===== config.mk =====
export PLATFORM = sky130hd
export DESIGN_NAME = irq_controller
export DESIGN_NICKNAME = d
export VERILOG_FILES = /design/src/hdl/irq_pkg.sv /design/src/hdl/irq_controller.sv /design/src/hdl/prio_pick.sv /design/src/hdl/timed_low_priority_mask_timer.sv
export VERILOG_INCLUDE_DIRS = /design/src /design/src/hdl
export SDC_FILE = /design/constraint.sdc
export NUM_CORES = 1
export LEC_CHECK = 0
export ABC_AREA = 1
export BUFFER_PORTS_ARGS = -buffer_cell sky130_fd_sc_hd__buf_4
export CAP_MARGIN = 20
export CORE_MARGIN = 4
export CORE_UTILIZATION = 50
export DETAILED_ROUTE_END_ITERATION = 8
export GPL_ROUTABILITY_DRIVEN = 0
export PLACE_DENSITY = 0.7
export SLEW_MARGIN = 20
export SYNTH_ARGS = -nofsm -noshare
export SYNTH_HDL_FRONTEND = slang
export SYNTH_HIERARCHICAL = 1
export SYNTH_SLANG_ARGS = --single-unit
export TNS_END_PERCENT = 100

===== constraint.sdc =====
create_clock -name clk -period 47.9 [get_ports clk]
set_input_delay 9.58 -clock clk [delete_from_list [all_inputs] [get_ports clk]]
set_output_delay 9.58 -clock clk [all_outputs]
set_load 0.02 [all_outputs]

===== src/hdl/irq_consts.svh =====
`ifndef IRQ_CONSTS_SVH
`define IRQ_CONSTS_SVH

// Register word indices; the byte address is four times the index
`define IRQ_OFS_FLAGS     6'h00
`define IRQ_OFS_ENABLES   6'h03
`define IRQ_OFS_PRIO      6'h08
`define IRQ_OFS_CTRL1     6'h14
`define IRQ_OFS_CTRL2     6'h15
`define IRQ_OFS_STATUS    6'h16
`define IRQ_OFS_CORECTL   6'h17

// Field positions
`define IRQ_NESTING_DISABLE_BIT    15
`define IRQ_ALTIVT_BIT    15
`define IRQ_TIMED_LOW_PRIORITY_MASK_BIT      14
`define IRQ_IPL3_BIT      3

// Reset values and fixed figures
`define IRQ_RST_WORD      16'h0000
`define IRQ_RST_LEVEL     4'h0
`define IRQ_VEC_OFFSET    8'h08
`define IRQ_IMPL_MASK     48'h067F_FFFF_FFFF
`define IRQ_TIMED_LOW_PRIORITY_MASK_PASS     3'h7
`define IRQ_VSPACE_LO     24'h000004
`define IRQ_VSPACE_HI     24'h0000FE
`define IRQ_IVT_BASE      24'h000004
`define IRQ_ALTERNATE_VECTOR_TABLE_BASE     24'h000084

// Trap levels and vectors
`define IRQ_TRAP_LVL_OSC  4'hE
`define IRQ_TRAP_LVL_STK  4'hD
`define IRQ_TRAP_LVL_ADR  4'hC
`define IRQ_TRAP_LVL_MTH  4'hB
`define IRQ_TRAP_VEC_OSC  8'h01
`define IRQ_TRAP_VEC_ADR  8'h02
`define IRQ_TRAP_VEC_STK  8'h03
`define IRQ_TRAP_VEC_MTH  8'h04

`endif


===== src/hdl/irq_pkg.sv =====
package irq_pkg;
    typedef enum logic [1:0] {
        BUS_IDLE  = 2'b00,
        BUS_WRITE = 2'b01,
        BUS_RWAIT = 2'b11,
        BUS_RDONE = 2'b10
    } bus_state_t;
    typedef logic [2:0] prio_t;
    typedef logic [3:0] level_t;
endpackage


===== src/hdl/irq_controller.sv =====
// The AHB-Lite interface to the registers and the register addresses are this design's own decisions.
`timescale 1ns/1ps
`include "irq_consts.svh"

// Summary of operation
// - Arbitrate 41 sources plus 4 traps.
// - Flags set regardless of enable.
// - Only software clears flags.
// - Per-source enable in three registers.
// - Priorities 1..7, seven highest.
// - Priority zero never serviced.
// - Priority in nibble low bits, top zero.
// - Equal priorities resolved by natural order.
// - Natural rank equals source number.
// - Vector is source plus eight.
// - Nesting disable blocks nested non-trap interrupts.
// - Nesting disable makes level read-only.
// - Timed mask holds off levels six down.
// - CPU level four bits, split registers.
// - Vector table in program words 4..FE.
// - Fetched vector loads program counter.
// - Vector-space fetch or jump traps.
// - Second control: table, external config.
// - Flags sampled each instruction start.
// - Interrupt only above CPU level.
// - Taken interrupt raises CPU level.
module irq_controller #(
    parameter int NSRC = 48,
    parameter int IW   = 6
) (
    // Clock and reset
    input  wire logic             clk,
    input  wire logic             rst_n,
    // AHB-Lite slave
    input  wire logic             hsel,
    input  wire logic [31:0]      haddr,
    input  wire logic [1:0]       htrans,
    input  wire logic             hwrite,
    input  wire logic [2:0]       hsize,
    input  wire logic             hready,
    input  wire logic [31:0]      hwdata,
    output logic      [31:0]      hrdata,
    output logic                  hreadyout,
    output logic                  hresp,
    // Peripheral and trap events
    input  wire logic [NSRC-1:0]  srcEvent,
    input  wire logic [3:0]       trapEvent,
    // Core handshake
    input  wire logic             instrStrobe,
    output logic                  irqReq,
    output logic      [7:0]       irqVector,
    output irq_pkg::level_t       irqLevel,
    input  wire logic             irqAck,
    input  wire logic             irqReturn,
    input  wire irq_pkg::level_t  retLevel,
    output irq_pkg::level_t       cpuLevel,
    // Timed low priority mask
    input  wire logic             disiStart,
    input  wire logic [13:0]      disiCount,
    // Program counter path
    input  wire logic [23:0]      fetchAddr,
    input  wire logic             fetchValid,
    input  wire logic             fetchIsVector,
    input  wire logic             jumpValid,
    input  wire logic [23:0]      jumpTarget,
    input  wire logic [23:0]      progData,
    input  wire logic             vectorLoad,
    output logic      [23:0]      pcLoad,
    output logic      [23:0]      vectorAddr,
    output logic                  addrErr,
    // External request configuration
    output logic      [4:0]       extEdgePol
);
    import irq_pkg::*;

    // Bus and register state
    bus_state_t        st_ff;
    logic [5:0]        idx_ff;
    logic [31:0]       rdat_ff;
    logic [NSRC-1:0]   flags_ff;
    logic [NSRC-1:0]   enab_ff;
    logic [NSRC-1:0]   samp_ff;
    prio_t             prio_ff [NSRC];
    logic              nesting_disable_ff;
    logic [3:0]        trapFlags_ff;
    logic              altivt_ff;
    logic [4:0]        edge_ff;
    level_t            ipl_ff;
    logic [3:0]        depth_ff;
    logic              winV_ff;
    logic              winTrap_ff;
    level_t            winLvl_ff;
    logic [7:0]        winVec_ff;
    logic [23:0]       pc_ff;
    logic [23:0]       vaddr_ff;
    logic              addrErr_ff;
    logic              disiActive;

    // Address phase acceptance; reads take one wait state so a write just
    // before is already visible
    wire         acc   = hsel & htrans[1] & hready;
    wire         wrEn  = (st_ff == BUS_WRITE);
    wire [15:0]  wd    = hwdata[15:0];
    wire [5:0]   widx  = idx_ff;
    bus_state_t  nxt_st;
    assign nxt_st = acc ? (hwrite ? BUS_WRITE : BUS_RWAIT)
                  : (st_ff == BUS_RWAIT) ? BUS_RDONE : BUS_IDLE;
    assign hreadyout = (st_ff != BUS_RWAIT);
    assign hresp     = 1'b0;
    assign hrdata    = rdat_ff;

    always_ff @(posedge clk or negedge rst_n) begin
        if (!rst_n) begin
            st_ff  <= BUS_IDLE;
            idx_ff <= 6'h3F;
        end else begin
            st_ff  <= nxt_st;
            idx_ff <= acc ? haddr[7:2] : idx_ff;
        end
    end

    // Register selects
    wire [2:0] selFlag;
    wire [2:0] selEnab;
    genvar g;
    generate
        for (g = 0; g < 3; g++) begin : g_sel
            assign selFlag[g] = wrEn && widx == `IRQ_OFS_FLAGS + 6'(g);
            assign selEnab[g] = wrEn && widx == `IRQ_OFS_ENABLES + 6'(g);
        end
    endgenerate
    wire selCtrl1 = wrEn && widx == `IRQ_OFS_CTRL1;
    wire selCtrl2 = wrEn && widx == `IRQ_OFS_CTRL2;
    wire selStat  = wrEn && widx == `IRQ_OFS_STATUS;
    wire selCore  = wrEn && widx == `IRQ_OFS_CORECTL;

    // Flags: software writes the word, events OR in so a set beats a clear
    wire [NSRC-1:0] implMask = `IRQ_IMPL_MASK;
    wire [NSRC-1:0] evImpl   = srcEvent & implMask;
    wire [NSRC-1:0] wrMask   = {{16{selFlag[2]}}, {16{selFlag[1]}}, {16{selFlag[0]}}};
    wire [NSRC-1:0] enMask   = {{16{selEnab[2]}}, {16{selEnab[1]}}, {16{selEnab[0]}}};
    wire [NSRC-1:0] wd3      = {3{wd}};
    wire [NSRC-1:0] nxt_flags = (((flags_ff & ~wrMask) | (wd3 & wrMask)) | evImpl)
                              & implMask;
    wire [NSRC-1:0] nxt_enab  = ((enab_ff & ~enMask) | (wd3 & enMask)) & implMask;

    always_ff @(posedge clk or negedge rst_n) begin
        if (!rst_n) begin
            flags_ff <= '0;
            enab_ff  <= '0;
            samp_ff  <= '0;
        end else begin
            flags_ff <= nxt_flags;
            enab_ff  <= nxt_enab;
            samp_ff  <= instrStrobe ? (flags_ff & enab_ff) : samp_ff;
        end
    end

    // Priority fields, four sources to a register
    generate
        for (g = 0; g < NSRC; g++) begin : g_prio
            wire sel = wrEn && widx == `IRQ_OFS_PRIO + 6'(g / 4);
            always_ff @(posedge clk or negedge rst_n) begin
                if (!rst_n) begin
                    prio_ff[g] <= 3'h0;
                end else if (sel && implMask[g]) begin
                    prio_ff[g] <= wd[(g % 4) * 4 +: 3];
                end
            end
        end
    endgenerate

    // Trap flags: events and the vector-space guard set, software clears
    wire [3:0] trapSet   = trapEvent | {2'b00, addrErr_ff, 1'b0};
    wire [3:0] nxt_traps = (selCtrl1 ? wd[4:1] : trapFlags_ff) | trapSet;

    // Current CPU level: taken interrupt, return, then software
    wire    swIpl = !nesting_disable_ff;
    wire    take  = irqAck & irqReq;
    level_t nxt_ipl;
    assign nxt_ipl = take ? winLvl_ff
                   : irqReturn ? retLevel
                   : (swIpl && selStat) ? {ipl_ff[3], wd[2:0]}
                   : (swIpl && selCore) ? {wd[`IRQ_IPL3_BIT], ipl_ff[2:0]}
                   : ipl_ff;
    wire [3:0] nxt_depth = take ? depth_ff + 4'h1
                         : (irqReturn && depth_ff != 4'h0) ? depth_ff - 4'h1 : depth_ff;

    always_ff @(posedge clk or negedge rst_n) begin
        if (!rst_n) begin
            nesting_disable_ff    <= 1'b0;
            trapFlags_ff <= 4'h0;
            altivt_ff    <= 1'b0;
            edge_ff      <= 5'h00;
            ipl_ff       <= `IRQ_RST_LEVEL;
            depth_ff     <= 4'h0;
        end else begin
            nesting_disable_ff    <= selCtrl1 ? wd[`IRQ_NESTING_DISABLE_BIT] : nesting_disable_ff;
            trapFlags_ff <= nxt_traps;
            altivt_ff    <= selCtrl2 ? wd[`IRQ_ALTIVT_BIT] : altivt_ff;
            edge_ff      <= selCtrl2 ? wd[4:0] : edge_ff;
            ipl_ff       <= nxt_ipl;
            depth_ff     <= nxt_depth;
        end
    end

    // Timed mask of levels six and below
    timed_low_priority_mask_timer #(.CW(14)) u_timed_low_priority_mask (
        .clk         (clk),
        .rst_n       (rst_n),
        .start       (disiStart),
        .count       (disiCount),
        .instrStrobe (instrStrobe),
        .active      (disiActive)
    );

    // Arbitration chain walks from source 0 so lower numbers win ties
    logic [NSRC:0] chV;
    prio_t         chL [NSRC+1];
    logic [IW-1:0] chI [NSRC+1];
    assign chV[0] = 1'b0;
    assign chL[0] = 3'h0;
    assign chI[0] = '0;
    generate
        for (g = 0; g < NSRC; g++) begin : g_arb
            wire cv = samp_ff[g] && prio_ff[g] != 3'h0
                   && (!disiActive || prio_ff[g] == `IRQ_TIMED_LOW_PRIORITY_MASK_PASS);
            prio_pick #(.IW(IW)) u_pick (
                .inValid   (chV[g]),
                .inLvl     (chL[g]),
                .inIdx     (chI[g]),
                .candValid (cv),
                .candLvl   (prio_ff[g]),
                .candIdx   (IW'(g)),
                .outValid  (chV[g+1]),
                .outLvl    (chL[g+1]),
                .outIdx    (chI[g+1])
            );
        end
    endgenerate

    // Traps outrank every maskable source; highest trap level first
    wire [3:0] tf      = trapFlags_ff;
    wire       trapAny = |tf;
    wire [7:0] trapVec = tf[0] ? `IRQ_TRAP_VEC_OSC : tf[2] ? `IRQ_TRAP_VEC_STK
                       : tf[1] ? `IRQ_TRAP_VEC_ADR : `IRQ_TRAP_VEC_MTH;
    level_t    trapLvl;
    assign trapLvl = tf[0] ? `IRQ_TRAP_LVL_OSC : tf[2] ? `IRQ_TRAP_LVL_STK
                   : tf[1] ? `IRQ_TRAP_LVL_ADR : `IRQ_TRAP_LVL_MTH;
    wire [7:0] srcVec  = {2'b00, chI[NSRC]} + `IRQ_VEC_OFFSET;
    wire [23:0] vbase  = altivt_ff ? `IRQ_ALTERNATE_VECTOR_TABLE_BASE : `IRQ_IVT_BASE;

    // Guard on vector space for fetches and jumps
    wire fetchBad = fetchValid && !fetchIsVector
                 && fetchAddr >= `IRQ_VSPACE_LO && fetchAddr <= `IRQ_VSPACE_HI;
    wire jumpBad  = jumpValid
                 && jumpTarget >= `IRQ_VSPACE_LO && jumpTarget <= `IRQ_VSPACE_HI;

    always_ff @(posedge clk or negedge rst_n) begin
        if (!rst_n) begin
            winV_ff    <= 1'b0;
            winTrap_ff <= 1'b0;
            winLvl_ff  <= `IRQ_RST_LEVEL;
            winVec_ff  <= 8'h00;
            vaddr_ff   <= 24'h000000;
            pc_ff      <= 24'h000000;
            addrErr_ff <= 1'b0;
        end else begin
            winV_ff    <= trapAny | chV[NSRC];
            winTrap_ff <= trapAny;
            winLvl_ff  <= trapAny ? trapLvl : {1'b0, chL[NSRC]};
            winVec_ff  <= trapAny ? trapVec : srcVec;
            vaddr_ff   <= vbase + {15'h0000, (trapAny ? trapVec : srcVec), 1'b0};
            pc_ff      <= vectorLoad ? progData : pc_ff;
            addrErr_ff <= fetchBad | jumpBad;
        end
    end

    // Request only above the CPU level; nesting disable blocks non-trap requests while busy
    wire nestBlock = nesting_disable_ff && depth_ff != 4'h0 && !winTrap_ff;
    assign irqReq     = winV_ff && (winLvl_ff > ipl_ff) && !nestBlock;
    assign irqVector  = winVec_ff;
    assign irqLevel   = winLvl_ff;
    assign cpuLevel   = ipl_ff;
    assign pcLoad     = pc_ff;
    assign vectorAddr = vaddr_ff;
    assign addrErr    = addrErr_ff;
    assign extEdgePol = edge_ff;

    // Read mux; unmapped words read as zero
    function automatic logic [15:0] prioWord(input logic [5:0] r);
        logic [15:0] w;
        w = 16'h0000;
        for (int k = 0; k < 4; k++) begin
            if (int'(r) * 4 + k < NSRC) begin
                w[k*4 +: 4] = {1'b0, prio_ff[int'(r) * 4 + k]};
            end
        end
        return w;
    endfunction

    wire [5:0]  pr   = idx_ff - `IRQ_OFS_PRIO;
    wire        inPr = idx_ff >= `IRQ_OFS_PRIO && idx_ff < `IRQ_OFS_PRIO + 6'(NSRC / 4);
    wire [15:0] rdW =
        (idx_ff == `IRQ_OFS_FLAGS)         ? flags_ff[15:0]  :
        (idx_ff == `IRQ_OFS_FLAGS + 6'h1)  ? flags_ff[31:16] :
        (idx_ff == `IRQ_OFS_FLAGS + 6'h2)  ? flags_ff[47:32] :
        (idx_ff == `IRQ_OFS_ENABLES)       ? enab_ff[15:0]   :
        (idx_ff == `IRQ_OFS_ENABLES + 6'h1)? enab_ff[31:16]  :
        (idx_ff == `IRQ_OFS_ENABLES + 6'h2)? enab_ff[47:32]  :
        inPr                               ? prioWord(pr)    :
        (idx_ff == `IRQ_OFS_CTRL1)   ? {nesting_disable_ff, 10'h000, trapFlags_ff, 1'b0} :
        (idx_ff == `IRQ_OFS_CTRL2)   ? {altivt_ff, disiActive, 9'h000, edge_ff} :
        (idx_ff == `IRQ_OFS_STATUS)  ? {13'h0000, ipl_ff[2:0]} :
        (idx_ff == `IRQ_OFS_CORECTL) ? {12'h000, ipl_ff[3], 3'h0} : `IRQ_RST_WORD;

    always_ff @(posedge clk or negedge rst_n) begin
        if (!rst_n) begin
            rdat_ff <= 32'h0000_0000;
        end else if (st_ff == BUS_RWAIT) begin
            rdat_ff <= {16'h0000, rdW};
        end
    end
endmodule


===== src/hdl/prio_pick.sv =====
`timescale 1ns/1ps
// One stage of the arbitration chain: keeps the incoming winner unless
// the candidate is strictly higher, so ties go to the lower source number.
module prio_pick #(
    parameter int IW = 6
) (
    // Winner so far
    input  wire logic           inValid,
    input  wire irq_pkg::prio_t inLvl,
    input  wire logic [IW-1:0]  inIdx,
    // This stage's candidate
    input  wire logic           candValid,
    input  wire irq_pkg::prio_t candLvl,
    input  wire logic [IW-1:0]  candIdx,
    // Winner after this stage
    output logic                outValid,
    output irq_pkg::prio_t      outLvl,
    output logic [IW-1:0]       outIdx
);
    import irq_pkg::*;

    // Strict compare keeps natural order among equal levels
    wire take = candValid & (!inValid | (candLvl > inLvl));
    assign outValid = inValid | candValid;
    assign outLvl   = take ? candLvl : inLvl;
    assign outIdx   = take ? candIdx : inIdx;
endmodule


===== src/hdl/timed_low_priority_mask_timer.sv =====
`timescale 1ns/1ps
// Counts instructions while low priorities are held off
module timed_low_priority_mask_timer #(
    parameter int CW = 14
) (
    // Clock and reset
    input  wire logic          clk,
    input  wire logic          rst_n,
    // Core side
    input  wire logic          start,
    input  wire logic [CW-1:0] count,
    input  wire logic          instrStrobe,
    // Status
    output logic               active
);
    import irq_pkg::*;

    logic [CW-1:0] cnt_ff;
    wire  [CW-1:0] nxt_cnt = start ? count
                           : (instrStrobe && cnt_ff != '0) ? cnt_ff - CW'(1) : cnt_ff;

    // Restart wins over the running count
    always_ff @(posedge clk or negedge rst_n) begin
        if (!rst_n) begin
            cnt_ff <= '0;
        end else begin
            cnt_ff <= nxt_cnt;
        end
    end

    assign active = (cnt_ff != '0);
endmodule


# Word level (Yosys, flattened, before mapping)
# Cells that the tools add are included.
[word_totals]
reg_bits = 352
inputBits = 224
output_inout_bits = 105
wordCells = 714
[classes]
n_addsub = 9
n_lt_le_gt_ge = 55
n_eq_ne = 65
mux = 129
n_bitwise = 141
reduce_logical = 253
[ops]
columns = ["op", "count"]
rows = [
  ["43-bit AND", 5],
  ["3-bit two-way mux", 63],
  ["16-bit two-way mux", 10],
  ["43-bit bitwise OR", 3],
  ["3-bit nonzero test", 43],
  ["32-bit by 7-bit greater-or-equal comparator with 1-bit output, second input constant", 4],
  ["3-bit == test, second input constant", 41],
  ["3-bit greater-than comparator", 40],
  ["1-bit logical AND", 117],
  ["32-bit by 7-bit less-than comparator with 1-bit output, second input constant", 3],
  ["32-bit NOT", 3],
  ["43-bit NOT", 2],
  ["1-bit bitwise OR", 82],
  ["5-bit two-way mux", 16],
  ["3-bit binary-select mux with 6-bit select", 4],
  ["4-bit two-way mux", 17],
  ["6-bit two-way mux", 9],
  ["6-bit by 4-bit == test with 1-bit output, second input constant", 8],
  ["24-bit by 3-bit greater-or-equal comparator with 1-bit output, second input constant", 2],
  ["24-bit by 8-bit less-or-equal comparator with 1-bit output, second input constant", 2],
  ["1-bit logical NOT", 45],
  ["1-bit AND", 43],
  ["6-bit by 5-bit == test with 1-bit output, second input constant", 7],
  ["1-bit logical OR", 41],
  ["other kinds (33)", 42],
]

# Depth between registers and ports, before layout
[logic_depth]
depth_word = 168
mapped_depth = 440
mapped_depth_nobuf = 439

# Cells and area by module
# Netlist, hierarchy kept.
[modules_own_cells]
columns = ["module", "n_inst", "cells_per_inst", "area_each_um2", "seq_area_each_um2"]
rows = [
  ["irq_controller", 1, 1888, 16004.1, 8340.5],
  ["prio_pick", 48, 43, 224.0, 0.0],
  ["timed_low_priority_mask_timer", 1, 163, 1054.8, 350.3],
]

# Worst setup path before layout
# OpenSTA, ideal clock, no wires.
[synth_path]
kind = "reg-to-reg"
from = "register u_timed_low_priority_mask.cnt_ff[0]"
to = "register vaddr_ff[7], in the netlist vectorAddr[7]"
setup_time_ps = 79
t_arrival_ps = 39368
required_time_ps = 47821
slack_ps = 8453
stages_incl_launch_ff = 392
path_buffers = 3
cell_sequence = "dfrtp_1 > inv_1 > ha_1 > nand2_2 > nor2_4 > nand4_1 > clkbuf_1 > clkbuf_1 > a211oi_1 > buf_2 > nand3_1 > nand2_1 > inv_1 > ha_1 > a21oi_1 > nand2_1 > nand2_2 > nand2_4 > [356 not listed] > nand2_1 > nand2_1 > nand2_1 > nand2_1 > nand2_1 > nand2_1 > nand2_1 > nand2_1 > nand2_1 > nand2_1 > nand2_1 > nand2_1 > ha_1 > inv_1 > nor2_1 > inv_1 > nor3_2 > xor2_1"
[synth_lines]
columns = ["element", "line_no", "source"]
rows = [
  ["start, declared", "timed_low_priority_mask_timer.sv:18", "logic [CW-1:0] cnt_ff;"],
  ["start signal, assigned", "timed_low_priority_mask_timer.sv:27", "cnt_ff <= nxt_cnt;"],
  ["end signal, assigned", "irq_controller.sv:273", "vaddr_ff <= vbase + {15'h0000, (trapAny ? trapVec : srcVec), 1'b0};"],
  ["end, declared", "irq_controller.sv:95", "logic [23:0] vaddr_ff;"],
]

==> metrics <==
Area Overhead vs Synth=19.0%; portion of the post-synthesis area used by sequential elements=31.3%; count of mapped cells out of synthesis=4,115; nature of the critical path endpoint=flip-flop; CP peak stage delay=0.38 ns; total clock buffers created by CTS=38; Clock Latency Late Sink=0.57 ns; clock sink count=347; overall die width=244 um; total buffers and inverters traversed by the critical path=45; Clock Root Buffer=sky130_fd_sc_hd__clkbuf_16; Antenna diodes=0; layout cell share with drive strength beyond 1=13.1%; area of the core=55,100 sq um; sum of net half-perimeters after detailed placement=65,800 um; max-cap viol count=0; cell seen most often among critical-path stages=sky130_fd_sc_hd__nand2_1; final design area excluding fillers=33,100 sq um; Clock Path Buffers=3; run status=finished clean; clock slew at reported path FFs=0.06 ns; Synth Cell Area=27,800 sq um; DRC viols=0; register-to-register setup slack=4.68 ns; Die Footprint=59,500 sq um; Final Hold Viols=0; worst clock skew=0.0241 ns; class of the tightest hold or removal check=flip-flop to flip-flop; cell family with most CP delay=simple AND/OR/NAND/NOR gates; number of storage elements in the synthesis netlist=347; H-tree levels=2; vias=27.9k; ports placed on the boundary=329; router iterations before antenna repair=6; post-placement cell count=5,363; number of global-route vias before repair=25.4k; final-report setup violation count=0; utilization of the core after routing=60.1%; FMAX=23.1 MHz; slowest CP cell=sky130_fd_sc_hd__dfrtp_1; Die Span Y=244 um; Avg WL per Cell=15.9 um; final-report max-slew violation count=0; total global-route track usage=28.3%; post-detailed-route via-to-cell ratio=5.12; critical path fanouts, max=10; initial core utilization=50.5%; FP Rows=86; total global routing overflow=0; worst-margin pin slew=1.05 ns; FFs w/ async S/R, synth=100%; starting DRC count in detailed routing=2,288; placement-stage cell area=31,500 sq um; fillers=5,301; data required time of the worst path=48.37 ns; most frequent cells in the layout=sky130_fd_sc_hd__nand2_1 (1,428), sky130_fd_sc_hd__nand3_1 (677), sky130_fd_sc_hd__conb_1 (392); cts hold-fix bufs=0; crit share post-route=90.2%; number of flops mapped to enable cells by yosys=0; startpoint type of the worst setup path=flip-flop; most common cell after layout, fill and taps aside=sky130_fd_sc_hd__nand2_1; drt total wl=86,500 um; final std cells w/o fill=5,448; most used flip-flop cell after synthesis=sky130_fd_sc_hd__dfrtp_1; antenna violations before repair=2; WP data arrival=43.69 ns; net total in the final layout=5,050; post-synth cell types=51; per-instance average area after synthesis=6.76 sq um; minimum clock period=43.22 ns; number of nets still failing antenna checks after routing=0; CTS tree=done; category of the critical setup timing path=flip-flop to flip-flop; maximum number of pins on one net before global-route repair=181; Slew HR=29.7%; Port Buf Inserts=241; wire length of the first global-routing pass=136,000 um; Syn. warnings=6
## through the flow
stage | setup TNS, ns | hold slack, ns | worst slack (ns)
2_1_floorplan | 0 | 0.454 | 8.45
3_3_place_gp | 0 | 0.468 | 4.42
3_5_place_dp | 0 | 0.473 | 3.79
4_1_cts | 0 | 0.494 | 3.67
5_1_grt | -0.0914 | 0.502 | -0.0437
6_report | 0 | 0.492 | 4.68
## Yosys cell counts (40+ instances only)
cell / number / area [sq um]
sky130_fd_sc_hd__a211oi_1: 41 / 308
sky130_fd_sc_hd__a21oi_1: 109 / 546
sky130_fd_sc_hd__buf_2: 63 / 315
sky130_fd_sc_hd__buf_4: 40 / 300
sky130_fd_sc_hd__clkbuf_1: 64 / 240
sky130_fd_sc_hd__dfrtp_1: 341 / 8530
sky130_fd_sc_hd__ha_1: 155 / 1940
sky130_fd_sc_hd__inv_1: 340 / 1280
sky130_fd_sc_hd__nand2_1: 1430 / 5370
sky130_fd_sc_hd__nand2_2: 57 / 357
sky130_fd_sc_hd__nand2_4: 103 / 1160
sky130_fd_sc_hd__nand3_1: 677 / 3390
sky130_fd_sc_hd__nor2_1: 135 / 507
sky130_fd_sc_hd__nor3_1: 42 / 210
sky130_fd_sc_hd__o21ai_0: 264 / 1320
sky130_fd_sc_hd__or2_1: 48 / 300
## routing by layer
metal / track usage (%) / part of all wire [%] / up-vias
li1: - / - / 14300
met1: 36.8 / 42 / 12500
met2: 47.4 / 46 / 1001
met3: 5.71 / 8.4 / 143
met4: 9.11 / 3.4 / 4
met5: 0 / 0.025 / -
## worst paths after layout
kind | start | endpoint | cells past startpoint
setup / recovery | u_timed_low_priority_mask/cnt_ff[0] | vectorAddr[7] | 390
hold / removal | hrdata[9] | hrdata[9] | 2
setup reg to reg | u_timed_low_priority_mask/cnt_ff[0] | vectorAddr[7] | 390
hold reg to reg | hrdata[9] | hrdata[9] | 2
max in group asynchronous | rst_n | prio_ff[64] | 3
min in group asynchronous | rst_n | pcLoad[21] | 1
## cell families after synthesis
family / synth area share [%]
buffers and inverters: 8.11
muxes: 0.972
AOI/OAI and AO/OA: 9.90
xor gates and xnor gates: 0.220
other: 0.0270
and+or+nand+nor: 42.5
adders and majority gates: 7.05
DFF: 31.3
## worst min-delay path: cells and delay by family (launching register included)
kind,cells,cell delay [ns]
flops,1,0.35
simple gates,2,0.11
## cell type report
| class | instances | area, sq um | area share [%] |
|---|---|---|---|
| Multi-Input combinational cell | 3628 | 18600 | 56.1 |
| Sequential cell | 347 | 8690 | 26.3 |
| Timing Repair Buffer | 303 | 2320 | 7.01 |
| Inverter | 352 | 1320 | 3.99 |
| Clock buffer | 54 | 1110 | 3.36 |
| Tap cell | 748 | 936 | 2.83 |
| Clock inverter | 16 | 139 | 0.420 |
## repair_timing
action / 4_1_cts / 5_1_grt
buffers inserted: 0 / 13
endpoints found under the setup margin: 0 / 17
hold endpoints to repair: 0 / 0
resized for setup: 0 / 40
Power is left out: the tool's default activity adds up to more than one toggle a clock period on the data nets, which glitch-free logic cannot reach.
